--- src/supervisor_pkg.sv ---
package supervisor_pkg;

   // Register byte offsets
   localparam logic [7:0] OFS_CTRL      = 8'h00;
   localparam logic [7:0] OFS_RUNUP     = 8'h04;
   localparam logic [7:0] OFS_PWR_LIM   = 8'h08;
   localparam logic [7:0] OFS_SP1       = 8'h0C;
   localparam logic [7:0] OFS_SP2       = 8'h10;
   localparam logic [7:0] OFS_SET_SPD   = 8'h14;
   localparam logic [7:0] OFS_STANDBY   = 8'h18;
   localparam logic [7:0] OFS_BP_ON     = 8'h1C;
   localparam logic [7:0] OFS_BP_OFF    = 8'h20;
   localparam logic [7:0] OFS_NOMINAL   = 8'h24;
   localparam logic [7:0] OFS_STATUS    = 8'h28;
   localparam logic [7:0] OFS_SPEED     = 8'h2C;

   // Control register fields
   localparam int CTRL_PUMPING  = 0;
   localparam int CTRL_MOTOR    = 1;
   localparam int CTRL_STANDBY  = 2;
   localparam int CTRL_SPD_SET  = 3;
   localparam int CTRL_SP_MODE  = 4;
   localparam int CTRL_BP_LO    = 5;
   localparam int CTRL_VENT_EN  = 7;
   localparam int CTRL_W        = 8;

   // Status register fields
   localparam int ST_SWITCHPT   = 0;
   localparam int ST_ATTAINED   = 1;
   localparam int ST_RUNUP_ERR  = 2;
   localparam int ST_TEST_ERR   = 3;
   localparam int ST_MOTOR      = 4;
   localparam int ST_BACKING    = 5;
   localparam int ST_VENT       = 6;
   localparam int ST_RUNUP_DONE = 7;
   localparam int ST_STATE_LO   = 8;

   // Reset values
   localparam logic [CTRL_W-1:0] CTRL_RST    = 8'h02;
   localparam logic [15:0]       RUNUP_RST   = 16'h01E0;
   localparam logic [9:0]        PM_FULL     = 10'h3E8;
   localparam logic [9:0]        SP1_RST     = 10'h320;
   localparam logic [9:0]        SP2_RST     = 10'h320;
   localparam logic [9:0]        SET_SPD_RST = 10'h3E8;
   localparam logic [9:0]        STANDBY_RST = 10'h29B;
   localparam logic [15:0]       BP_ON_RST   = 16'h0000;
   localparam logic [15:0]       BP_OFF_RST  = 16'h0000;
   localparam logic [15:0]       NOMINAL_RST = 16'h05DC;

   // Backing pump modes
   localparam logic [1:0] BP_CONT    = 2'h0;
   localparam logic [1:0] BP_INTERM  = 2'h1;
   localparam logic [1:0] BP_DELAYED = 2'h2;

   // Timing
   localparam int          CLK_HZ          = 10_000_000;
   localparam int          SEC_S           = 1;
   localparam int          SEC_CYCLES      = SEC_S * CLK_HZ;
   localparam logic [15:0] VENT_DELAY_S    = 16'h0006;
   localparam logic [15:0] DELAY_SPEED_HZ  = 16'h0006;
   localparam logic [4:0]  SELFTEST_CYCLES = 5'h10;

   typedef enum logic [1:0]
   {
      S_IDLE = 2'b00,
      S_TEST = 2'b01,
      S_RUN  = 2'b10
   } seq_state_t;

endpackage

--- src/hyst_compare.sv ---
`timescale 1ns/1ps
module hyst_compare
(
   input  wire logic        clk,
   input  wire logic        nrst,
   input  wire logic        enable,
   input  wire logic [15:0] value,
   input  wire logic [15:0] level,
   output wire logic        above
);
   // Set on rising past level, cleared on falling below, held when equal
   logic above_r;
   logic above_nxt;

   assign above_nxt = !enable      ? 1'b0 :
                      value > level ? 1'b1 :
                      value < level ? 1'b0 : above_r;
   assign above = above_r;

   always_ff @(posedge clk)
   begin
      if (!nrst)
         above_r <= 1'b0;
      else
         above_r <= above_nxt;
   end

endmodule

--- src/pct_scale.sv ---
`timescale 1ns/1ps
module pct_scale
   import supervisor_pkg::*;
(
   input  wire logic [15:0] base,
   input  wire logic [9:0]  per_mille,
   output wire logic [15:0] scaled
);
   // Scales a value by a fraction in units of 0.1 %
   wire logic [25:0] prod;
   wire logic [25:0] quot;

   assign prod   = base * per_mille;
   assign quot   = prod / 26'({16'h0000, PM_FULL});
   assign scaled = quot[15:0];

endmodule

--- src/pump_drive_supervisor.sv ---
// Function
// - Time motor run-up against a settable limit; flag an error when exceeded.
// - Cap drive power at a settable share of full power; full share by default.
// - Switchpoint output and status rise above the active level, fall below it.
// - Switchpoint mode 0 uses only switchpoint level one.
// - Switchpoint mode 1 uses level one while pumping, level two otherwise.
// - Speed-setting mode regulates to its set share and ignores standby.
// - In speed-setting mode the switchpoint scales with the reduced set speed.
// - In speed-setting mode set-speed-attained follows crossings of the set speed.
// - Standby lowers speed to its level, default 66.7 %, and drives attained.
// - Backing pump mode: 0 continuous, 1 intermittent, 2 delayed switch-on.
// - Continuous mode drives the backing pump whenever the sequencer is in the run state.
// - Intermittent mode switches the backing pump on drive power thresholds.
// - Delayed mode holds the backing pump off until speed exceeds 6 Hz.
// - Pumping on with motor enabled clears errors, self-tests, then starts only if the self-test passes.
// - In the run state, the motor follows the motor enable setting unless a run-up error is set.
// - Pumping written 0 stops the turbopump and starts accessory actions.
// - Venting outputs follow pumping off after a fixed 6 s delay.
`timescale 1ns/1ps
module pump_drive_supervisor
   import supervisor_pkg::*;
#(
   parameter int SEC_CYCLES_P = SEC_CYCLES
)
(
   input  wire logic        clk,
   input  wire logic        nrst,
   input  wire logic [7:0]  address,
   input  wire logic        read,
   input  wire logic        write,
   input  wire logic [31:0] writedata,
   input  wire logic [3:0]  byteenable,
   output logic      [31:0] readdata,
   output logic             waitrequest,
   input  wire logic [15:0] rotor_speed_hz,
   input  wire logic [15:0] drive_power,
   input  wire logic        selftest_pass,
   output logic             motor_run,
   output logic [15:0]      speed_target_hz,
   output logic [9:0]       power_limit_pm,
   output logic             switchpoint_out,
   output logic             backing_pump_out,
   output logic             vent_out
);

   logic [CTRL_W-1:0] ctrl_r;
   logic [15:0]       run_up_time_limit_r;
   logic [9:0]        pwr_lim_r;
   logic [9:0]        sp1_r;
   logic [9:0]        sp2_r;
   logic [9:0]        set_spd_r;
   logic [9:0]        standby_r;
   logic [15:0]       bp_on_r;
   logic [15:0]       bp_off_r;
   logic [15:0]       nominal_r;
   logic [31:0]       readdata_r;
   logic              waitrequest_r;
   seq_state_t        state_r;
   seq_state_t        state_nxt;
   logic [4:0]        test_cnt_r;
   logic              pumping_d_r;
   logic              runup_err_r;
   logic              test_err_r;
   logic              runup_done_r;
   logic [31:0]       presc_r;
   logic [15:0]       runup_secs_r;
   logic              vent_armed_r;
   logic [15:0]       vent_secs_r;
   logic              motor_r;
   logic [15:0]       target_r;
   logic              sp_out_r;
   logic              bp_r;
   logic              bp_interm_r;
   logic              bp_delay_ok_r;
   logic              vent_r;

   // Bus decode
   wire logic        access;
   wire logic        wr_go;
   wire logic [31:0] wmask;
   wire logic        hit_ctrl;
   wire logic        hit_runup;
   wire logic        hit_pwr;
   wire logic        hit_sp1;
   wire logic        hit_sp2;
   wire logic        hit_set;
   wire logic        hit_stby;
   wire logic        hit_bp_on;
   wire logic        hit_bp_off;
   wire logic        hit_nom;
   wire logic [31:0] rd_mux;
   wire logic [31:0] status_word;
   wire logic        set_speed_attained;
   wire logic [31:0] wr_m;

   assign access     = read | write;
   assign wr_go      = write & ~waitrequest_r;
   assign hit_ctrl   = wr_go & (address == OFS_CTRL);
   assign hit_runup  = wr_go & (address == OFS_RUNUP);
   assign hit_pwr    = wr_go & (address == OFS_PWR_LIM);
   assign hit_sp1    = wr_go & (address == OFS_SP1);
   assign hit_sp2    = wr_go & (address == OFS_SP2);
   assign hit_set    = wr_go & (address == OFS_SET_SPD);
   assign hit_stby   = wr_go & (address == OFS_STANDBY);
   assign hit_bp_on  = wr_go & (address == OFS_BP_ON);
   assign hit_bp_off = wr_go & (address == OFS_BP_OFF);
   assign hit_nom    = wr_go & (address == OFS_NOMINAL);

   genvar gb;
   generate
      for (gb = 0; gb < 4; gb++)
      begin : g_mask
         assign wmask[8*gb +: 8] = {8{byteenable[gb]}};
      end
   endgenerate

   function automatic logic [9:0] clamp_pm(input logic [31:0] v);
      clamp_pm = (v[15:0] > {6'h00, PM_FULL}) ? PM_FULL : v[9:0];
   endfunction

   assign status_word = {22'h00_0000, state_r, runup_done_r, vent_r, bp_r, motor_r,
                         test_err_r, runup_err_r, set_speed_attained, sp_out_r};

   assign rd_mux = (address == OFS_CTRL)    ? {24'h0000_00, ctrl_r} :
                   (address == OFS_RUNUP)   ? {16'h0000, run_up_time_limit_r} :
                   (address == OFS_PWR_LIM) ? {22'h00_0000, pwr_lim_r} :
                   (address == OFS_SP1)     ? {22'h00_0000, sp1_r} :
                   (address == OFS_SP2)     ? {22'h00_0000, sp2_r} :
                   (address == OFS_SET_SPD) ? {22'h00_0000, set_spd_r} :
                   (address == OFS_STANDBY) ? {22'h00_0000, standby_r} :
                   (address == OFS_BP_ON)   ? {16'h0000, bp_on_r} :
                   (address == OFS_BP_OFF)  ? {16'h0000, bp_off_r} :
                   (address == OFS_NOMINAL) ? {16'h0000, nominal_r} :
                   (address == OFS_STATUS)  ? status_word :
                   (address == OFS_SPEED)   ? {16'h0000, rotor_speed_hz} : 32'h0000_0000;

   assign wr_m = (rd_mux & ~wmask) | (writedata & wmask);

   // Control bits
   wire logic       pumping;
   wire logic       motor_en;
   wire logic       spd_mode;
   wire logic       stby_mode;
   wire logic       sp_mode;
   wire logic [1:0] bp_mode;
   wire logic       vent_en;

   assign pumping   = ctrl_r[CTRL_PUMPING];
   assign motor_en  = ctrl_r[CTRL_MOTOR];
   assign spd_mode  = ctrl_r[CTRL_SPD_SET];
   assign stby_mode = ctrl_r[CTRL_STANDBY] & ~spd_mode;
   assign sp_mode   = ctrl_r[CTRL_SP_MODE];
   assign bp_mode   = ctrl_r[CTRL_BP_LO +: 2];
   assign vent_en   = ctrl_r[CTRL_VENT_EN];

   // Speed targets and switchpoint levels
   wire logic [9:0]  target_pm;
   wire logic [15:0] target_hz;
   wire logic [15:0] sp_base;
   wire logic [9:0]  sp_pm;
   wire logic [15:0] sp_level;
   wire logic        sp_above;

   assign target_pm = spd_mode  ? set_spd_r :
                      stby_mode ? standby_r :
                      PM_FULL;
   assign sp_base   = spd_mode ? target_hz : nominal_r;
   assign sp_pm     = (sp_mode && !pumping) ? sp2_r : sp1_r;

   pct_scale u_target
   (
      .base      (nominal_r),
      .per_mille (target_pm),
      .scaled    (target_hz)
   );

   pct_scale u_sp_level
   (
      .base      (sp_base),
      .per_mille (sp_pm),
      .scaled    (sp_level)
   );

   hyst_compare u_switchpoint
   (
      .clk    (clk),
      .nrst   (nrst),
      .enable (1'b1),
      .value  (rotor_speed_hz),
      .level  (sp_level),
      .above  (sp_above)
   );

   hyst_compare u_attained
   (
      .clk    (clk),
      .nrst   (nrst),
      .enable (spd_mode | stby_mode),
      .value  (rotor_speed_hz),
      .level  (target_hz),
      .above  (set_speed_attained)
   );

   // Sequencing
   wire logic pump_rise;
   wire logic test_done;
   wire logic motor_nxt;
   wire logic sec_tick;
   wire logic runup_over;
   wire logic presc_clr;

   assign pump_rise = pumping & ~pumping_d_r;
   assign test_done = (test_cnt_r == SELFTEST_CYCLES);
   assign sec_tick  = (presc_r == 32'(SEC_CYCLES_P - 1));
   assign motor_nxt = (state_r == S_RUN) & motor_en & ~runup_err_r;
   assign runup_over = runup_secs_r > run_up_time_limit_r;
   assign presc_clr  = sec_tick | (pumping_d_r & ~pumping);

   always_comb
   begin
      state_nxt = state_r;
      case (state_r)
         S_IDLE:
            if (pump_rise && motor_en)
               state_nxt = S_TEST;
         S_TEST:
            if (!pumping)
               state_nxt = S_IDLE;
            else if (test_done)
               state_nxt = selftest_pass ? S_RUN : S_IDLE;
         S_RUN:
            if (!pumping)
               state_nxt = S_IDLE;
         default:
            state_nxt = S_IDLE;
      endcase
   end

   // Backing pump
   wire logic bp_interm_nxt;
   wire logic bp_delay_nxt;
   wire logic bp_nxt;

   assign bp_interm_nxt = !motor_r ? 1'b0 :
                          (drive_power >= bp_on_r)  ? 1'b1 :
                          (drive_power <= bp_off_r) ? 1'b0 : bp_interm_r;
   assign bp_delay_nxt  = (state_r == S_RUN) &
                          (bp_delay_ok_r | (rotor_speed_hz > DELAY_SPEED_HZ));
   assign bp_nxt = (state_r != S_RUN)     ? 1'b0 :
                   (bp_mode == BP_CONT)    ? 1'b1 :
                   (bp_mode == BP_INTERM)  ? bp_interm_r :
                   (bp_mode == BP_DELAYED) ? bp_delay_ok_r :
                   1'b0;

   // Bus slave
   always_ff @(posedge clk)
   begin
      if (!nrst)
      begin
         waitrequest_r <= 1'b1;
         readdata_r    <= 32'h0000_0000;
      end
      else
      begin
         waitrequest_r <= ~(access & waitrequest_r);
         if (read && waitrequest_r)
            readdata_r <= rd_mux;
      end
   end

   // Register file
   always_ff @(posedge clk)
   begin
      if (!nrst)
      begin
         ctrl_r              <= CTRL_RST;
         run_up_time_limit_r <= RUNUP_RST;
         pwr_lim_r           <= PM_FULL;
         sp1_r               <= SP1_RST;
         sp2_r               <= SP2_RST;
         set_spd_r           <= SET_SPD_RST;
         standby_r           <= STANDBY_RST;
         bp_on_r             <= BP_ON_RST;
         bp_off_r            <= BP_OFF_RST;
         nominal_r           <= NOMINAL_RST;
      end
      else
      begin
         if (hit_ctrl)
            ctrl_r <= wr_m[CTRL_W-1:0];
         if (hit_runup)
            run_up_time_limit_r <= wr_m[15:0];
         if (hit_pwr)
            pwr_lim_r <= clamp_pm(wr_m);
         if (hit_sp1)
            sp1_r <= clamp_pm(wr_m);
         if (hit_sp2)
            sp2_r <= clamp_pm(wr_m);
         if (hit_set)
            set_spd_r <= clamp_pm(wr_m);
         if (hit_stby)
            standby_r <= clamp_pm(wr_m);
         if (hit_bp_on)
            bp_on_r <= wr_m[15:0];
         if (hit_bp_off)
            bp_off_r <= wr_m[15:0];
         if (hit_nom)
            nominal_r <= wr_m[15:0];
      end
   end

   // Sequencer, self-test and self-test error
   always_ff @(posedge clk)
   begin
      if (!nrst)
      begin
         state_r     <= S_IDLE;
         pumping_d_r <= 1'b0;
         test_cnt_r  <= 5'h00;
         test_err_r  <= 1'b0;
      end
      else
      begin
         state_r     <= state_nxt;
         pumping_d_r <= pumping;
         test_cnt_r  <= (state_r == S_TEST) ? test_cnt_r + 5'h01 : 5'h00;
         if (state_r == S_IDLE && state_nxt == S_TEST)
            test_err_r <= 1'b0;
         else if (state_r == S_TEST && test_done && pumping && !selftest_pass)
            test_err_r <= 1'b1;
      end
   end

   // Run-up monitor
   always_ff @(posedge clk)
   begin
      if (!nrst)
      begin
         presc_r      <= 32'h0000_0000;
         runup_secs_r <= 16'h0000;
         runup_done_r <= 1'b0;
         runup_err_r  <= 1'b0;
      end
      else
      begin
         presc_r <= presc_clr ? 32'h0000_0000 : presc_r + 32'h0000_0001;
         if (state_r == S_TEST)
         begin
            runup_secs_r <= 16'h0000;
            runup_done_r <= 1'b0;
            runup_err_r  <= 1'b0;
         end
         else if (motor_r && !runup_done_r)
         begin
            if (rotor_speed_hz >= target_r)
               runup_done_r <= 1'b1;
            else if (sec_tick && runup_secs_r != 16'hFFFF)
               runup_secs_r <= runup_secs_r + 16'h0001;
            if (runup_over)
               runup_err_r <= 1'b1;
         end
      end
   end

   // Venting delay after pumping off
   always_ff @(posedge clk)
   begin
      if (!nrst)
      begin
         vent_armed_r <= 1'b0;
         vent_secs_r  <= 16'h0000;
         vent_r       <= 1'b0;
      end
      else
      begin
         if (pumping)
         begin
            vent_armed_r <= 1'b0;
            vent_secs_r  <= 16'h0000;
         end
         else
         begin
            if (pumping_d_r)
               vent_armed_r <= 1'b1;
            if (vent_armed_r && sec_tick && vent_secs_r != VENT_DELAY_S)
               vent_secs_r <= vent_secs_r + 16'h0001;
         end
         vent_r <= vent_en & vent_armed_r & ~pumping & (vent_secs_r == VENT_DELAY_S);
      end
   end

   // Output drivers
   always_ff @(posedge clk)
   begin
      if (!nrst)
      begin
         motor_r       <= 1'b0;
         target_r      <= 16'h0000;
         sp_out_r      <= 1'b0;
         bp_r          <= 1'b0;
         bp_interm_r   <= 1'b0;
         bp_delay_ok_r <= 1'b0;
      end
      else
      begin
         motor_r       <= motor_nxt;
         target_r      <= target_hz;
         sp_out_r      <= sp_above;
         bp_interm_r   <= bp_interm_nxt;
         bp_delay_ok_r <= bp_delay_nxt;
         bp_r          <= bp_nxt;
      end
   end

   assign readdata         = readdata_r;
   assign waitrequest      = waitrequest_r;
   assign motor_run        = motor_r;
   assign speed_target_hz  = target_r;
   assign power_limit_pm   = pwr_lim_r;
   assign switchpoint_out  = sp_out_r;
   assign backing_pump_out = bp_r;
   assign vent_out         = vent_r;

endmodule

--- config.mk ---
export PLATFORM = sky130hd
export DESIGN_NAME = pump_drive_supervisor
export DESIGN_NICKNAME = d
export VERILOG_FILES = /design/src/supervisor_pkg.sv /design/src/hyst_compare.sv /design/src/pct_scale.sv /design/src/pump_drive_supervisor.sv
export SDC_FILE = /design/constraint.sdc
export NUM_CORES = 2
export LEC_CHECK = 0
export ABC_AREA = 1
export BUFFER_PORTS_ARGS = -buffer_cell sky130_fd_sc_hd__buf_4
export CAP_MARGIN = 15
export CELL_PAD_IN_SITES_DETAIL_PLACEMENT = 0
export CELL_PAD_IN_SITES_GLOBAL_PLACEMENT = 2
export CORE_ASPECT_RATIO = 1.5
export CORE_UTILIZATION = 39
export CTS_CLUSTER_DIAMETER = 120
export DETAILED_ROUTE_END_ITERATION = 6
export PLACE_DENSITY = 0.88
export SLEW_MARGIN = 0
export SYNTH_ARGS = -nofsm -noshare
export SYNTH_HDL_FRONTEND = slang
export SYNTH_HIERARCHICAL = 1
export SYNTH_SLANG_ARGS = --single-unit
--- constraint.sdc ---
create_clock -name clk -period 55.2 [get_ports clk]
set_input_delay 8.28 -clock clk [delete_from_list [all_inputs] [get_ports clk]]
set_output_delay 8.28 -clock clk [all_outputs]
set_load 0.005 [all_outputs]
Word-level counts from Yosys, hierarchy flattened
Index checks and enable logic that the tools add are counted.

Flip-flop bits (word level): 255. Bits in latches: 0. Memory bits (writable): 0. Memory bits (read-only): 0. Input bits: 81. Output and inout bits: 63. Word-level logic and storage cells: 171. Memories: 0.

Add/sub/neg operators: 4. Multiply operators: 2. Div/mod/pow operators: 2. Magnitude comparators: 10. Equality and inequality tests: 22. Shifts and indexed selects: 0. Muxes and demuxes: 32. Bitwise logic cells: 37. Reductions and logical operators: 31.

Operators by type and width (count): two-way mux 16 bit (13); divider 26 x 10 -> 26 bit (second input constant) (2); multiplier 16 x 10 -> 26 bit (2); greater-than comparator 16 bit (3); two-way mux 10 bit (4); adder 16 x 1 -> 16 bit (second input constant) (2); adder 32 x 1 -> 32 bit (second input constant) (1); bitwise AND 16 bit (2); equality test 32 x 24 -> 1 bit (second input constant) (1); equality test 8 x 5 -> 1 bit (second input constant) (4); equality test 8 x 6 -> 1 bit (second input constant) (4); greater-or-equal comparator 16 bit (2); < comparator 16 bit (2); bitwise AND 1 bit (21); equality test 16 x 3 -> 1 bit (second input constant) (1); equality test 8 x 4 -> 1 bit (second input constant) (2); greater-than comparator 16 x 10 -> 1 bit (second input constant) (1); greater-than comparator 16 x 3 -> 1 bit (second input constant) (1); <= comparator 16 bit (1); inequality test 16 bit (second input constant) (1); inequality test 16 x 3 -> 1 bit (second input constant) (1); inverter 16 bit (1); OR 16 bit (1); logical AND 1 bit (11); 18 further kinds (56).

Depth between registers and ports, before layout
Depth in word-level cells: 17. Gate-level depth with buffers: 252. Gate-level depth less buffers: 248.

Hierarchy
Netlist, hierarchy kept.

By module, submodules not included: pump_drive_supervisor (times used 1, cells an instance 1960, area an instance 13327.8 um^2, seq. area each 4744.6 um^2); pct_scale (u_sp_level) (times used 1, cells an instance 1522, area an instance 9967.1 um^2, seq. area each 0.0 um^2); pct_scale (u_target) (times used 1, cells an instance 1501, area an instance 9352.7 um^2, seq. area each 0.0 um^2); hyst_compare (times used 2, cells an instance 75, area an instance 474.2 um^2, seq. area each 20.0 um^2).

Worst setup path after synthesis
OpenSTA, ideal clock, no wires.

Path type: flip-flop to flip-flop. Start: reg ctrl_r[3]. End: reg u_switchpoint.above_r (netlist: u_switchpoint/above). Setup time: 0.118 ns. Data arrival time: 25.234 ns. Data required time: 55.082 ns. Setup slack: 29.849 ns. Stages on the path, launching flop included: 214. Buffers on the path: 5. Period minus slack after synthesis: 25.351 ns. Cells stage by stage: dfxtp_1 clkbuf_1 inv_2 clkbuf_1 nor2_1 a31oi_1 clkbuf_1 clkbuf_1 nand2_1 fa_1 inv_1 fa_1 fa_1 fa_1 inv_1 fa_1 inv_1 ha_1 [... 178 more ...] nand2_1 nand2_2 nor2_4 nand2_4 o21bai_4 nand2_2 nand3_2 nand2_2 o21ai_1 nand2_1 clkinv_1 nand3_1 ha_1 nand3b_1 nor2_1 nand2_1 nand2_1 a21oi_2.

Cells in the longest elaborated chain, start to end: 11. Elaborated cells on any way between the ends: 13. Those cells by class: 2 x mul; 2 x div; 2 x order compare; 4 x mux; 2 x bitwise; 1 x reduce/logical.

Ends and longest elaborated chain: start: declaration (RTL line pump_drive_supervisor.sv:46) `logic [CTRL_W-1:0] ctrl_r;`; start signal: assignment (RTL line pump_drive_supervisor.sv:290) `ctrl_r <= wr_m[CTRL_W-1:0];`; inverter 1 bit (RTL line pump_drive_supervisor.sv:151) `assign stby_mode = ctrl_r[CTRL_STANDBY] & ~spd_mode;`; bitwise AND 1 bit (RTL line pump_drive_supervisor.sv:151); two-way mux 10 bit (RTL line pump_drive_supervisor.sv:165) `stby_mode ? standby_r :`; two-way mux 10 bit (*) (RTL line pump_drive_supervisor.sv:164) `assign target_pm = spd_mode ? set_spd_r :`; net target_pm[5] (RTL line pump_drive_supervisor.sv:157) `wire logic [9:0] target_pm;`; multiplier 16 x 10 -> 26 bit (*) (RTL line pct_scale.sv:13) `assign prod = base * per_mille;`; divider 26 x 10 -> 26 bit (*) (RTL line pct_scale.sv:14) `assign quot = prod / 26'({16'h0000, PM_FULL});`; net target_hz[14] (RTL line pump_drive_supervisor.sv:158) `wire logic [15:0] target_hz;`; two-way mux 16 bit (*) (RTL line pump_drive_supervisor.sv:167) `assign sp_base = spd_mode ? target_hz : nominal_r;`; multiplier 16 x 10 -> 26 bit (*) (RTL line pct_scale.sv:13); divider 26 x 10 -> 26 bit (*) (RTL line pct_scale.sv:14); net sp_level[15] (RTL line pump_drive_supervisor.sv:161) `wire logic [15:0] sp_level;`; greater-than comparator 16 bit / < comparator 16 bit (equally long branches) (RTL line hyst_compare.sv:16, hyst_compare.sv:17); two-way mux 1 bit / nonzero test 2 bit (equally long branches); end signal: assignment (RTL line hyst_compare.sv:25) `above_r <= above_nxt;`; end: declaration (RTL line hyst_compare.sv:12) `logic above_r;`.

Mark *: on every way through the listed nets, which the timed path passes. The rest lies on a longest branch. A chain may end at the register's enable or synchronous reset.

Worst setup path in the final report
Same ends and word-level chain as after synthesis.

==> reports/results.ini <==
[outcome]
outcome=complete, no violations

[detailed_routing]
first_pass_iters=7
ant_nets=0
viasPerCell=4.95
drt-total-wl_um=106000
dr.first_iter.drc_count=1540
drc=0
vias=31300
wire_per_inst_um=16.8

[logic_synthesis]
yosysTopAreaCellShare_pct=15.0
ys_seq_area_share_pct=14.2
synth-edff-count=0
synth_area_per_cell_um2=6.55
synth_seq_cells=239
ys.flop_type=dfxtp_1
yosys_warnings=6
netlist.top_cell.by_area=nand2_1
syn-cell-area_um2=33600
synth.area.top_cells=nand2_1, dfxtp_1, fa_1
synthArstFlopShare_pct=0
ys_types=80
syn-instance-count=5133

[clock_network]
cts_tree=yes
clkSinkCount=239
postCtsSetupBuffers=0
h-tree-depth=1
cts_hold_buffers=0
cts_resized=0
cts_buffers=28
clockBufferDepth=3
clk_latency_ns=0.58
cts_root_buf=clkbuf_16
path_clk_slew_ns=0.06

[critical_path]
critPathRequiredTime_ns=55.67
crit_top_cell=nand2_1
crit_buf_inv=32
critical_path_class=register to register
cp-end-kind=register
timing.rr.start=ctrl_r[3]$_SDFFE_PN0P_
startpoint=ctrl_r[3]$_SDFFE_PN0P_
arrival_ns=31.06
crit_family=simple AND/OR/NAND/NOR gates
cp-start-kind=register
crit_fanout=25
slowest_stage=a21oi_2
crit_path_max_incr_delay_ns=0.68

[global_routing]
grt_pass1_wl_um=168000
gr-total-overflow=0
grt_pass1_vias=31100
grt_max_degree=87
antenna_found_initial=1
grtUsageTotal_pct=24.1

[floorplan]
die_y_um=361
ios=144
start_util_pct=39.4
dieArea_um2=87300
rows=131
core-area_um2=85200
dieWidth_um=242

[cells_and_area]
drive_above_1_share_pct=14.9
nNetsFinal=5693
fill_cells=9281
n_antenna_cell=0
syn2layout_area_growth_pct=8.29
multi_input_area_um2=24300
seq_area_um2=4780
fin_util_pct=42.7

[sta]
hold_viol_final=0
setup_viol=0
setup_slack_ns=24.61
finalSetupTns_ns=0
fin_skew_ns=0.00773
slew_viol_final=0
worstMarginPinSlew_ns=1.03
fmax_mhz=32.7
min_period_ns=30.59
relSlewSlack_pct=31.5
finalCritPeriodShare_pct=55.4
rsz0062_at_grt=no

[power]
irDropWorstVdd_uv=99.2
p_leak_nw=19.4
p_per_area_nw_per_um2=36.3
power.total_mw=1.32

[hold_path]
min_from=u_switchpoint/above$_SDFFE_PN0P_
hp-class=register to register

[placement]
preCtsSetupSlack_ns=24.33
globalplace.congestion=0.899
port_buffers=109
dpl.hpwl_um=87000

[job]
cap_violations=0

[cell families (layout without fill, tap and decap cells)]
group	Yosys count	count (layout)	synth area share (%)
xor+xnor	100	100	2.65
other cells	2	17	0.0224
buf+inv	1198	1239	13.7
mux	4	4	0.130
simple gates	2541	2541	37.4
flops	239	239	14.2
fa+ha+maj	444	444	21.5
compound gates	605	605	10.4
[cell type report]
class	count	share of cell area, %
Tap cell	1130	3.89
Multi-Input combinational cell	3711	66.8
Clock buffer	42	2.29
Sequential cell	239	13.2
Inverter	1052	10.9
Timing Repair Buffer	136	2.81
Clock inverter	9	0.169
[metal layers]
layer / share of wire [%] / global-route usage, %
met1: 40 / 27.7
met2: 53 / 46.8
met3: 3.5 / 1.51
met4: 3.4 / 7.86
met5: 0.013 / 0
[registers in the layout (all words and copies together) (netlist names), 16 cells and up]
| register | count |
|---|---|
| runup_secs_r | 16 |
| bp_on_r | 16 |
| speed_target_hz | 16 |
| vent_secs_r | 16 |
| run_up_time_limit_r | 16 |
| nominal_r | 16 |
| presc_r | 32 |
| readdata | 16 |
| bp_off_r | 16 |
[Yosys cell counts (all sizes together), types with 15 or more instances]
cell,number
xor2,80
ha,224
nand2,1600
nor3,70
fa,220
inv,1036
nor4,18
clkbuf,120
nor2,353
xnor2,20
a21oi,275
o21ai,235
nand4,68
dfxtp,239
nand3,378
and2,15
o211ai,18
clkinv,16
buf,26
o21bai,16
[final timing paths]
kind         cells past startpoint                               end  slack (ns)
min reg2reg                      2        switchpoint_out$_SDFF_PN0_        0.44
min                              2        switchpoint_out$_SDFF_PN0_        0.44
max                            213  u_switchpoint/above$_SDFFE_PN0P_       24.61
max reg2reg                    213  u_switchpoint/above$_SDFFE_PN0P_       24.61
[stage by stage]
step / hold slack [ns] / cell area, um2 / instances
6_report: 0.440 / 36400 / 6319
5_1_grt: 0.482 / 36400 / 6319
4_1_cts: 0.443 / 36400 / 6319
3_5_place_dp: 0.433 / 35500 / 6268
3_3_place_gp: 0.428 / 35500 / 6268
2_1_floorplan: 0.404 / 33700 / 5148
[tightest hold or removal path: stages, from the launching register on]
cell and delay (ns):
dfxtp_1 0.31, nand2_1 0.06, inv_1 0.03
[cells in the final DEF, fill, tap and decap left out, types with 9 or more instances in the layout]
cell	netlist	final
xor2_1	78	78
buf_4	18	136
nand3_2	55	55
nand2_2	176	176
nand2_1	1346	1346
xnor2_1	20	20
nand3b_1	12	12
o21ai_2	12	17
a211oi_1	9	9
nor2_1	272	272
clkinv_2	3	9
nand3_1	307	307
nand2_4	73	73
o21ai_0	174	164
fa_1	220	220
nand3_4	16	16
nor2_2	47	47
nand4_1	63	63
a31oi_1	11	11
inv_2	94	94
ha_1	224	224
nor4_1	18	18
and2_1	12	12
conb_1	2	17
dfxtp_1	239	239
o21a_1	9	9
o21ai_1	48	53
o211ai_1	16	16
inv_1	938	938
or2_2	13	13
clkbuf_16	0	28
clkinv_1	11	11
nor3_1	62	62
nor2_4	29	29
a21oi_1	267	266
[report_power, final]
part	leakage, nW	total [mW]	internal, mW	switching, mW
combinational	17.0	0.955	0.306	0.649
sequential	1.93	0.182	0.178	0.00415
clock	0.440	0.185	0.104	0.0806
total	19.4	1.32	0.588	0.734
(Power assumes the default switching activity.)
